$ cat config.mk
export PLATFORM = sky130hd
export DESIGN_NAME = tcv_capcmp
export DESIGN_NICKNAME = d
export VERILOG_FILES = /design/src/inc/tcv_pkg.sv /design/src/rtl/tcv_capcmp.sv /design/src/rtl/tcv_channel.sv
export VERILOG_INCLUDE_DIRS = /design/src /design/src/inc
export SDC_FILE = /design/constraint.sdc
export NUM_CORES = 1
export LEC_CHECK = 0
export BUFFER_PORTS_ARGS = -buffer_cell sky130_fd_sc_hd__buf_2
export CAP_MARGIN = 30
export CORE_ASPECT_RATIO = 2
export CORE_MARGIN = 4
export CORE_UTILIZATION = 55
export CTS_BUF_LIST = sky130_fd_sc_hd__clkbuf_2 sky130_fd_sc_hd__clkbuf_4 sky130_fd_sc_hd__clkbuf_8
export CTS_CLUSTER_SIZE = 25
export DETAILED_ROUTE_END_ITERATION = 8
export PLACE_DENSITY = 0.75
export SETUP_SLACK_MARGIN = 0.02
export SLEW_MARGIN = 20
export SYNTH_ARGS = -nofsm -noshare
export SYNTH_HDL_FRONTEND = slang
export SYNTH_SLANG_ARGS = --single-unit
$ cat constraint.sdc
create_clock -name I_CLOCK -period 2.3 [get_ports I_CLOCK]
set_clock_uncertainty 0.2 [all_clocks]
set_input_delay 0.46 -clock I_CLOCK [delete_from_list [all_inputs] [get_ports I_CLOCK]]
set_output_delay 0.46 -clock I_CLOCK [all_outputs]
set_load 0.02 [all_outputs]
$ cat src/inc/tcv_defs.svh
// Offsets, field positions and reset values of the channel value block
`ifndef TCV_DEFS_SVH
`define TCV_DEFS_SVH
`define TCV_OFF_CH1 12'h038
`define TCV_OFF_CH2 12'h03C
`define TCV_OFF_CH3 12'h040
`define TCV_OFF_CTRL 12'h050
`define TCV_OFF_STAT 12'h054
`define TCV_RESET_VALUE 32'h0000_0000
`define TCV_NARROW_MASK 32'h0000_FFFF
`define TCV_FULL_MASK 32'hFFFF_FFFF
`define TCV_CTRL_MODE_LSB 0
`define TCV_CTRL_SHADOW_LSB 3
`define TCV_CTRL_UPDDIS_BIT 6
`define TCV_CTRL_RESET 32'h0000_0000
`define TCV_NUM_CH 3
`endif

$ cat src/inc/tcv_pkg.sv
// Types shared by the channel value block
package tcv_pkg;
    typedef struct packed {
        logic [11:0] addr;
        logic write;
        logic [31:0] wdata;
    } tcv_req_t;
    typedef enum logic {TCV_MODE_OUTPUT, TCV_MODE_INPUT} tcv_mode_t;
    typedef enum {TCV_IDLE, TCV_ACCESS} tcv_state_t;
endpackage : tcv_pkg

$ cat src/rtl/tcv_capcmp.sv
// Channel 1..3 capture/compare value registers with APB slave and update logic
// Summary of operation
// - In input mode the register shows the counter latched at the last capture.
// - In input mode software writes do not change the captured value.
// - In output mode the register holds a compare value matched against the counter.
// - With shadowing on, the active compare value reloads only at update events.
// - Wide instance uses all 32 bits for the value field.
// - Narrow instance uses bits 15:0; upper bits stay zero.
// - All value registers reset to zero.
// - Channel 1, 2, 3 registers sit at offsets 0x38, 0x3C, 0x40.
// - Channel 3 behaves like the others with its own register.
// - An update event occurs at each up-counting overflow or software request unless the update disable bit is set, and reloads shadows.
//
// Register access over APB was left to the implementer.
`timescale 1ns/1ns
`include "tcv_defs.svh"
module tcv_capcmp
    import tcv_pkg::*;
#(
    parameter bit WIDE = 1'b1
)
(
    input wire logic I_CLOCK,
    input wire logic I_RESETN,
    input wire logic i_psel,
    input wire logic i_penable,
    input wire logic i_pwrite,
    input wire logic [11:0] i_paddr,
    input wire logic [31:0] i_pwdata,
    output logic [31:0] o_prdata,
    output logic o_pready,
    output logic o_pslverr,
    input wire logic [31:0] i_counter,
    input wire logic i_overflow,
    input wire logic i_sw_update,
    input wire logic [2:0] i_capture,
    output logic [2:0] o_match,
    output logic o_update
);
    localparam logic [31:0] MASK = WIDE ? `TCV_FULL_MASK : `TCV_NARROW_MASK;

    logic [31:0] ctrl;
    logic [2:0] capture_seen;
    logic [31:0] value [3];
    logic [31:0] active [3];
    logic [2:0] wr_ch;
    logic access;
    logic mapped;
    logic [31:0] next_prdata;
    tcv_req_t req;

    function automatic logic [1:0] ch_index(input logic [11:0] a);
        if (a == `TCV_OFF_CH1) begin
            ch_index = 2'h0;
        end else if (a == `TCV_OFF_CH2) begin
            ch_index = 2'h1;
        end else begin
            ch_index = 2'h2;
        end
    endfunction : ch_index

    function automatic logic is_ch(input logic [11:0] a);
        is_ch = (a == `TCV_OFF_CH1) || (a == `TCV_OFF_CH2) || (a == `TCV_OFF_CH3);
    endfunction : is_ch

    assign req = '{addr: i_paddr, write: i_pwrite, wdata: i_pwdata};
    assign access = i_psel && i_penable;
    assign o_pready = 1'b1;
    assign mapped = is_ch(req.addr) || (req.addr == `TCV_OFF_CTRL) || (req.addr == `TCV_OFF_STAT);
    assign o_pslverr = access && !mapped;

    // Update event from overflow or software request, masked by the disable bit
    assign o_update = (i_overflow || i_sw_update) && !ctrl[`TCV_CTRL_UPDDIS_BIT];

    always_ff @(posedge I_CLOCK or negedge I_RESETN) begin
        if (!I_RESETN) begin
            ctrl <= `TCV_CTRL_RESET;
        end else if (access && req.write && req.addr == `TCV_OFF_CTRL) begin
            ctrl <= req.wdata;
        end
    end

    // Sticky capture record, cleared by writing ones; a new capture wins
    always_ff @(posedge I_CLOCK or negedge I_RESETN) begin
        if (!I_RESETN) begin
            capture_seen <= 3'b000;
        end else begin
            for (int i = 0; i < `TCV_NUM_CH; i++) begin
                if (ctrl[`TCV_CTRL_MODE_LSB + i] && i_capture[i]) begin
                    capture_seen[i] <= 1'b1;
                end else if (access && req.write && req.addr == `TCV_OFF_STAT && req.wdata[i]) begin
                    capture_seen[i] <= 1'b0;
                end
            end
        end
    end

    always_comb begin
        wr_ch = 3'b000;
        if (access && req.write && is_ch(req.addr)) begin
            wr_ch[ch_index(req.addr)] = 1'b1;
        end
    end

    for (genvar g = 0; g < 3; g++) begin : g_ch
        tcv_channel u_ch (
            .i_clock(I_CLOCK),
            .i_resetn(I_RESETN),
            .i_mask(MASK),
            .i_mode(ctrl[`TCV_CTRL_MODE_LSB + g] ? TCV_MODE_INPUT : TCV_MODE_OUTPUT),
            .i_shadow_en(ctrl[`TCV_CTRL_SHADOW_LSB + g]),
            .i_update(o_update),
            .i_capture(i_capture[g]),
            .i_counter(i_counter),
            .i_wr(wr_ch[g]),
            .i_wdata(req.wdata),
            .o_value(value[g]),
            .o_active(active[g]),
            .o_match(o_match[g])
        );
    end

    always_comb begin
        next_prdata = 32'h0000_0000;
        if (is_ch(req.addr)) begin
            next_prdata = value[ch_index(req.addr)];
        end else if (req.addr == `TCV_OFF_CTRL) begin
            next_prdata = ctrl;
        end else if (req.addr == `TCV_OFF_STAT) begin
            next_prdata = {29'h0000_0000, capture_seen};
        end
    end

    // Read data registered in the setup cycle, valid in the access cycle
    always_ff @(posedge I_CLOCK or negedge I_RESETN) begin
        if (!I_RESETN) begin
            o_prdata <= `TCV_RESET_VALUE;
        end else if (i_psel && !i_penable && !i_pwrite) begin
            o_prdata <= next_prdata;
        end
    end

    // Input mode: the register holds the last captured counter and ignores writes
    a_input_readonly: assert property (@(posedge I_CLOCK) disable iff (!I_RESETN)
        (ctrl[`TCV_CTRL_MODE_LSB] && !i_capture[0]) |=> value[0] == $past(value[0]))
        else $error("Input-mode value changed without capture");

    a_readonly_ch2: assert property (@(posedge I_CLOCK) disable iff (!I_RESETN)
        (ctrl[`TCV_CTRL_MODE_LSB + 1] && !i_capture[1]) |=> value[1] == $past(value[1]))
        else $error("Channel 2 input-mode value changed without capture");

    a_readonly_ch3: assert property (@(posedge I_CLOCK) disable iff (!I_RESETN)
        (ctrl[`TCV_CTRL_MODE_LSB + 2] && !i_capture[2]) |=> value[2] == $past(value[2]))
        else $error("Channel 3 input-mode value changed without capture");

    a_capture_latch: assert property (@(posedge I_CLOCK) disable iff (!I_RESETN)
        (ctrl[`TCV_CTRL_MODE_LSB] && i_capture[0]) |=> value[0] == ($past(i_counter) & MASK))
        else $error("Capture did not latch counter");

    a_capture_ch2: assert property (@(posedge I_CLOCK) disable iff (!I_RESETN)
        (ctrl[`TCV_CTRL_MODE_LSB + 1] && i_capture[1])
        |=> value[1] == ($past(i_counter) & MASK))
        else $error("Channel 2 capture did not latch counter");

    a_capture_ch3: assert property (@(posedge I_CLOCK) disable iff (!I_RESETN)
        (ctrl[`TCV_CTRL_MODE_LSB + 2] && i_capture[2])
        |=> value[2] == ($past(i_counter) & MASK))
        else $error("Channel 3 capture did not latch counter");

    a_capture_seen: assert property (@(posedge I_CLOCK) disable iff (!I_RESETN)
        (ctrl[`TCV_CTRL_MODE_LSB] && i_capture[0]) |=> capture_seen[0])
        else $error("Capture not recorded in status");

    // Output mode: stored compare value, shadow reload and match
    a_outmode_hold: assert property (@(posedge I_CLOCK) disable iff (!I_RESETN)
        (!ctrl[`TCV_CTRL_MODE_LSB] && !wr_ch[0]) |=> value[0] == $past(value[0]))
        else $error("Output-mode value changed without write");

    a_outmode_ch3: assert property (@(posedge I_CLOCK) disable iff (!I_RESETN)
        (!ctrl[`TCV_CTRL_MODE_LSB + 2] && !wr_ch[2]) |=> value[2] == $past(value[2]))
        else $error("Channel 3 output-mode value changed without write");

    a_shadow_hold: assert property (@(posedge I_CLOCK) disable iff (!I_RESETN)
        (ctrl[`TCV_CTRL_SHADOW_LSB] && !ctrl[`TCV_CTRL_MODE_LSB] && !o_update)
        |=> active[0] == $past(active[0]))
        else $error("Shadowed compare changed outside update");

    a_hold_ch2: assert property (@(posedge I_CLOCK) disable iff (!I_RESETN)
        (ctrl[`TCV_CTRL_SHADOW_LSB + 1] && !ctrl[`TCV_CTRL_MODE_LSB + 1] && !o_update)
        |=> active[1] == $past(active[1]))
        else $error("Channel 2 shadowed compare changed outside update");

    a_hold_ch3: assert property (@(posedge I_CLOCK) disable iff (!I_RESETN)
        (ctrl[`TCV_CTRL_SHADOW_LSB + 2] && !ctrl[`TCV_CTRL_MODE_LSB + 2] && !o_update)
        |=> active[2] == $past(active[2]))
        else $error("Channel 3 shadowed compare changed outside update");

    a_shadow_load: assert property (@(posedge I_CLOCK) disable iff (!I_RESETN)
        (ctrl[`TCV_CTRL_SHADOW_LSB] && !ctrl[`TCV_CTRL_MODE_LSB] && o_update)
        |=> active[0] == $past(value[0]))
        else $error("Update did not load compare");

    a_load_ch2: assert property (@(posedge I_CLOCK) disable iff (!I_RESETN)
        (ctrl[`TCV_CTRL_SHADOW_LSB + 1] && !ctrl[`TCV_CTRL_MODE_LSB + 1] && o_update)
        |=> active[1] == $past(value[1]))
        else $error("Update did not load channel 2 compare");

    a_load_ch3: assert property (@(posedge I_CLOCK) disable iff (!I_RESETN)
        (ctrl[`TCV_CTRL_SHADOW_LSB + 2] && !ctrl[`TCV_CTRL_MODE_LSB + 2] && o_update)
        |=> active[2] == $past(value[2]))
        else $error("Update did not load channel 3 compare");

    a_direct_write: assert property (@(posedge I_CLOCK) disable iff (!I_RESETN)
        (wr_ch[2] && !ctrl[`TCV_CTRL_SHADOW_LSB + 2] && !ctrl[`TCV_CTRL_MODE_LSB + 2]
        && !$changed(ctrl))
        |=> ##1 active[2] == ($past(req.wdata, 2) & MASK))
        else $error("Unshadowed write not active next cycle");

    a_direct_ch1: assert property (@(posedge I_CLOCK) disable iff (!I_RESETN)
        (wr_ch[0] && !ctrl[`TCV_CTRL_SHADOW_LSB] && !ctrl[`TCV_CTRL_MODE_LSB]
        && !$changed(ctrl))
        |=> ##1 active[0] == ($past(req.wdata, 2) & MASK))
        else $error("Channel 1 unshadowed write not active next cycle");

    a_direct_ch2: assert property (@(posedge I_CLOCK) disable iff (!I_RESETN)
        (wr_ch[1] && !ctrl[`TCV_CTRL_SHADOW_LSB + 1] && !ctrl[`TCV_CTRL_MODE_LSB + 1]
        && !$changed(ctrl))
        |=> ##1 active[1] == ($past(req.wdata, 2) & MASK))
        else $error("Channel 2 unshadowed write not active next cycle");

    a_match_flag: assert property (@(posedge I_CLOCK) disable iff (!I_RESETN)
        (!ctrl[`TCV_CTRL_MODE_LSB] && (i_counter & MASK) == active[0]) |=> o_match[0])
        else $error("Counter equal to compare value gave no match");

    a_match_off: assert property (@(posedge I_CLOCK) disable iff (!I_RESETN)
        ctrl[`TCV_CTRL_MODE_LSB] |=> !o_match[0])
        else $error("Match flagged in input mode");

    // Register map and bus answer
    a_ch1_decode: assert property (@(posedge I_CLOCK) disable iff (!I_RESETN)
        (access && req.write && req.addr == `TCV_OFF_CH1 && !ctrl[`TCV_CTRL_MODE_LSB])
        |=> value[0] == ($past(req.wdata) & MASK))
        else $error("Write at channel 1 offset not stored");

    a_ch2_decode: assert property (@(posedge I_CLOCK) disable iff (!I_RESETN)
        (access && req.write && req.addr == `TCV_OFF_CH2 && !ctrl[`TCV_CTRL_MODE_LSB + 1])
        |=> value[1] == ($past(req.wdata) & MASK))
        else $error("Write at channel 2 offset not stored");

    a_ch3_decode: assert property (@(posedge I_CLOCK) disable iff (!I_RESETN)
        (access && req.write && req.addr == `TCV_OFF_CH3 && !ctrl[`TCV_CTRL_MODE_LSB + 2])
        |=> value[2] == ($past(req.wdata) & MASK))
        else $error("Write at channel 3 offset not stored");

    a_read_ch3: assert property (@(posedge I_CLOCK) disable iff (!I_RESETN)
        (i_psel && !i_penable && !i_pwrite && req.addr == `TCV_OFF_CH3)
        |=> o_prdata == $past(value[2]))
        else $error("Read of channel 3 offset returned wrong data");

    a_slverr_mapped: assert property (@(posedge I_CLOCK) disable iff (!I_RESETN)
        (access && is_ch(req.addr)) |-> !o_pslverr)
        else $error("Error answer at a channel offset");

    a_slverr_unmapped: assert property (@(posedge I_CLOCK) disable iff (!I_RESETN)
        (access && !is_ch(req.addr) && req.addr != `TCV_OFF_CTRL && req.addr != `TCV_OFF_STAT)
        |-> o_pslverr)
        else $error("No error answer at an unmapped offset");

    // Value field width of each instance
    a_narrow_ch1: assert property (@(posedge I_CLOCK) disable iff (!I_RESETN)
        (value[0] & ~MASK) == `TCV_RESET_VALUE)
        else $error("Upper bits set in channel 1 narrow value");

    a_narrow_upper: assert property (@(posedge I_CLOCK) disable iff (!I_RESETN)
        (value[1] & ~MASK) == `TCV_RESET_VALUE)
        else $error("Upper bits set in narrow value");

    a_narrow_ch3: assert property (@(posedge I_CLOCK) disable iff (!I_RESETN)
        (value[2] & ~MASK) == `TCV_RESET_VALUE)
        else $error("Upper bits set in channel 3 narrow value");

    a_wide_full: assert property (@(posedge I_CLOCK) disable iff (!I_RESETN || !WIDE)
        (wr_ch[0] && !ctrl[`TCV_CTRL_MODE_LSB]) |=> value[0] == $past(req.wdata))
        else $error("Wide write lost bits");

    a_wide_ch2: assert property (@(posedge I_CLOCK) disable iff (!I_RESETN || !WIDE)
        (wr_ch[1] && !ctrl[`TCV_CTRL_MODE_LSB + 1]) |=> value[1] == $past(req.wdata))
        else $error("Wide channel 2 write lost bits");

    a_wide_ch3: assert property (@(posedge I_CLOCK) disable iff (!I_RESETN || !WIDE)
        (wr_ch[2] && !ctrl[`TCV_CTRL_MODE_LSB + 2]) |=> value[2] == $past(req.wdata))
        else $error("Wide channel 3 write lost bits");

    // Update events and reset state
    a_overflow_update: assert property (@(posedge I_CLOCK) disable iff (!I_RESETN)
        (i_overflow && !ctrl[`TCV_CTRL_UPDDIS_BIT]) |-> o_update)
        else $error("Overflow gave no update");

    a_update_off: assert property (@(posedge I_CLOCK) disable iff (!I_RESETN)
        ctrl[`TCV_CTRL_UPDDIS_BIT] |-> !o_update)
        else $error("Update event while updates are disabled");

    a_reset_zero: assert property (@(posedge I_CLOCK)
        $rose(I_RESETN) |-> (value[0] | value[1] | value[2]) == `TCV_RESET_VALUE)
        else $error("Value not zero after reset");

    a_reset_active: assert property (@(posedge I_CLOCK)
        $rose(I_RESETN) |-> (active[0] | active[1] | active[2]) == `TCV_RESET_VALUE)
        else $error("Compare value not zero after reset");
endmodule : tcv_capcmp

$ cat src/rtl/tcv_channel.sv
// One capture/compare channel: captured value, preload value and active compare value
`timescale 1ns/1ns
`include "tcv_defs.svh"
module tcv_channel
    import tcv_pkg::*;
(
    input wire logic i_clock,
    input wire logic i_resetn,
    input wire logic [31:0] i_mask,
    input wire tcv_mode_t i_mode,
    input wire logic i_shadow_en,
    input wire logic i_update,
    input wire logic i_capture,
    input wire logic [31:0] i_counter,
    input wire logic i_wr,
    input wire logic [31:0] i_wdata,
    output logic [31:0] o_value,
    output logic [31:0] o_active,
    output logic o_match
);
    always_ff @(posedge i_clock or negedge i_resetn) begin
        if (!i_resetn) begin
            o_value <= `TCV_RESET_VALUE;
        end else if (i_mode == TCV_MODE_INPUT) begin
            if (i_capture) begin
                o_value <= i_counter & i_mask;
            end
        end else if (i_wr) begin
            o_value <= i_wdata & i_mask;
        end
    end

    always_ff @(posedge i_clock or negedge i_resetn) begin
        if (!i_resetn) begin
            o_active <= `TCV_RESET_VALUE;
        end else if (i_mode == TCV_MODE_OUTPUT) begin
            if (!i_shadow_en) begin
                o_active <= o_value;
            end else if (i_update) begin
                o_active <= o_value;
            end
        end
    end

    always_ff @(posedge i_clock or negedge i_resetn) begin
        if (!i_resetn) begin
            o_match <= 1'b0;
        end else begin
            o_match <= (i_mode == TCV_MODE_OUTPUT) && ((i_counter & i_mask) == o_active);
        end
    end
endmodule : tcv_channel

==> flow_results.org <==
** Floorplan
- Initial core utilization :: a little under three fifths
- Horizontal die dimension :: ~120 µm
- Site Rows :: between 70 and 80
- The die is roughly 220 µm tall.
- I/O pins :: around 120
- The floorplan step defined a core boundary enclosing about 23,000 µm².
- The floorplan step defined a die boundary enclosing 25,700 µm².

** Route
- For this run, design rule violations remaining after detail routing come to 0.
- For this block, the initial DRC count from the detailed router was 580.
- Highest metal layer with signal wires :: met4
- Final wirelength :: about 38,000 µm
- Dividing the detail-routed via count by the number of cells gives 6.32.
- For this block, the via count after detailed routing is ~9,000.
- After detailed routing, the met3 layer carries between 2000 and 2500 µm of wire.
- For this block, wires on met1 add up to approximately 14,000 µm.
- For this run, the detailed router's first-pass iteration total came to 5.
- Met2 wirelength from detailed routing :: just over 20,000 µm
- Antenna-violating nets left :: 0
- Dividing the detail-routed wire length by the instance count gives between 20 and 30 µm.

** STA
- Setup repair after global routing left no endpoint under its margin.
- Rel. slew slack :: 59.0%
- The worst path meets setup with between 100 and 150 ps of slack.
- The final number of hold-violating endpoints was 0.
- Min Tclk post-route :: 2190 ps
- Final setup fails :: 0
- Timing-limited maximum frequency :: approximately 0.46 GHz
- Setup TNS :: 0 ps
- In the finished design, the share of the clock period the worst path needs comes to a little over nine tenths.
- The max-slew violation count is 0.
- For the pin with the worst max-slew slack, the measured transition is between 600 and 700 ps.

** Finish
- The post-route netlist has 48.3% of its cells at a drive strength greater than 1.
- 0 antenna diodes ended up in the layout.
- Final nets :: between 1,000 and 1,500
- Area Growth Syn to Fin :: 21.0%

** Power
- Across the VDD grid, the largest voltage drop is between 400 and 500 µV.
- Power per cell area :: slightly above 600 nW/µm²
- Lkg Pwr :: between 7 and 8 nW

** Critical path
- The worst setup path is launched from an input port.
- Endpoint type of the worst setup path :: output pin
- The critical path is of the input port to output pin type.
- Required time of the critical path :: about 1600 ps
- At the worst endpoint, the arrival time is about 1500 ps.
- Critical path peak fanout :: 2

** Yosys
- After synthesis the netlist holds a flip-flop and latch count of about 260.
- Per-instance average area after synthesis :: 12.6 µm²
- Number of nets in the synthesized netlist :: roughly 1,100
- Distinct cell type count after synthesis :: slightly above 50
- In this run, synthesis inferred 0 flip-flops with an integrated enable.
- Synth warn :: 0
- Summing every instance area after synthesis gives around 13,000 µm².
- Seq/Total Area, Yosys :: 51.6%
- Commonest register cell after synthesis :: dfrtp_1
- Counting flops with an async set or reset pin after synthesis yields a share of 100%.
- Counting every instance in the synthesized netlist gives just over 1,000.

** Placement
- Input and output buffers added on the ports amount to around 120.
- Detailed placement ended at an HPWL of 26,400 µm.
- The congestion estimate from routability-driven global placement came to 0.886.
- Worst Setup Slack post-DPL :: -254 ps

** GRT
- In the global route stage, overall resource usage came out at 30.2%.
- First-pass GRT wire length :: between 50,000 and 60,000 µm
- The number of global-route vias before repair came to just under 10,000.
- The number of antenna violations at the first check in global routing is 0.
- Entering global routing, the biggest net connects 63 pins.
- Overall overflow remaining after global route :: 0

** Clocking
- Clock-pin slew was measured on the worst setup and hold paths at about 70 ps.
- At the later pin of the worst-skew pair, clock insertion delay measures between 500 and 600 ps.
- The clock drives 262 sinks.
- TritonCTS built the clock tree.
- H-tree depth :: 2
- Root Buffer Master :: clkbuf_8
- Largest buffer count on any clock path :: 3
- TritonCTS created 37 clock buffers.

** Outcome
- Run status :: finished clean

** Flow run
- Max-cap check violation count :: 0

** Worst hold path
- Class of the most critical hold timing path :: input port to register
metal layers:
metal  global-route usage (%)  vias to the layer above
li1                         -                     4019
met1                     34.8                     4771
met2                     53.2                      335
met3                     3.83                      112
met4                     16.2                        0
met5                        0                        -
cell families after synthesis:
logic type / count (synthesis) / share of synthesized area, %
other: 1 / 0.0295
AOI/OAI and AO/OA: 174 / 12.8
and+or+nand+nor: 181 / 8.97
DFF: 262 / 51.6
xor gates and xnor gates: 96 / 6.62
muxes: 191 / 16.6
buffers and inverters: 102 / 3.34
state kept, by name (all words and copies together) (netlist names):
name,cells
capture_seen,3
g_ch.u_ch.o_active,96
o_prdata,32
ctrl,32
g_ch.u_ch.o_value,96
g_ch.u_ch.o_match,3
placed cells by master (no fill, tap or decap), types with 4 or more instances in the layout:
cell             n
a32oi_1         29
nor3_1          12
or2_2           60
o221a_4         29
dlygate4sd3_1    7
mux2i_1         29
xnor2_1         13
o21ai_1         10
mux2_1          30
nor4_1          23
clkbuf_4        11
nand2b_1        32
mux2_2         132
nand2_1         11
buf_4           61
nand3_1          7
o221a_2         63
dfrtp_1        262
or3_1            4
a221oi_1         4
nand4_1          6
xor2_1          83
buf_12          20
nor2_1           5
clkbuf_8        47
o21ai_0         24
buf_2          120
synthesized netlist by cell type (6+ instances only):
master,n,share of area [%]
buf_2,14,0.55
nor3_1,12,0.47
clkbuf_1,74,2.2
nand2b_1,32,1.6
xor2_1,83,5.7
o21ai_0,33,1.3
dfrtp_1,262,52
nand4_1,6,0.30
or2_2,60,3.0
nor2_1,6,0.18
nand3_1,8,0.32
o221a_2,92,8.2
mux2_2,132,12
a32oi_1,29,2.0
nand2_1,11,0.33
mux2_1,30,2.7
nor4_1,24,1.2
xnor2_1,13,0.90
mux2i_1,29,2.3
final cells by class:
class                      instances  area (µm²)
inverter                           3        11.3
multi-input combinational        643        6070
timing repair buffer             209        1540
fill                            1687        7370
clock buffer                      58         729
sequential                       262        6560
clock inverter                     7         114
tap                              280         350
final timing paths:
path	cells after the start	slack [ps]	start	end
max	5	110	i_paddr[9]	o_pslverr
min reg2reg	2	280	o_prdata[2]	o_prdata[2]
max in group asynchronous	3	870	I_RESETN	g_ch[0].u_ch.o_value[30]
min	2	20	i_pwdata[30]	ctrl[30]
max reg2reg	5	270	g_ch[1].u_ch.o_active[6]	g_ch[1].u_ch.o_match
min in group asynchronous	2	250	I_RESETN	o_prdata[23]
per-stage QoR:
step	power [W]	hold slack [ps]	utilization [%]	area (µm²)	cells
final	0.00955	18.7	67.6	15400	1462
after detailed placement	0.00546	237	63.5	14400	1389
after global placement	0.00544	237	63.5	14400	1389
after floorplan	0.00507	-35.6	-	13000	1007
after CTS	0.00961	0.159	67.6	15400	1463
after global routing	0.00986	11.6	67.6	15400	1462
worst max-delay path, cell delays in order:
cell and delay, ps:
buf_2 110, or4_4 560, nor2_4 120, a31oi_2 100, buf_4 170
timing repair:
item | in CTS | in global routing
resized for setup | 2 | 1
endpoints found under the setup margin | 1 | 1
pin swaps | 2 | 2
buffers inserted | 2 | 0
endpoints found under the hold margin | 58 | 0
hold buffers | 7 | 0
power by group:
group / internal (W) / leakage (nW) / total [W] / switching [W]
registers: 0.00467 / 3.65 / 0.00472 / 0.0000510
logic: 0.000261 / 3.24 / 0.000664 / 0.000402
clock network: 0.00236 / 0.447 / 0.00416 / 0.00180
Power figures use the tool's default switching activity.
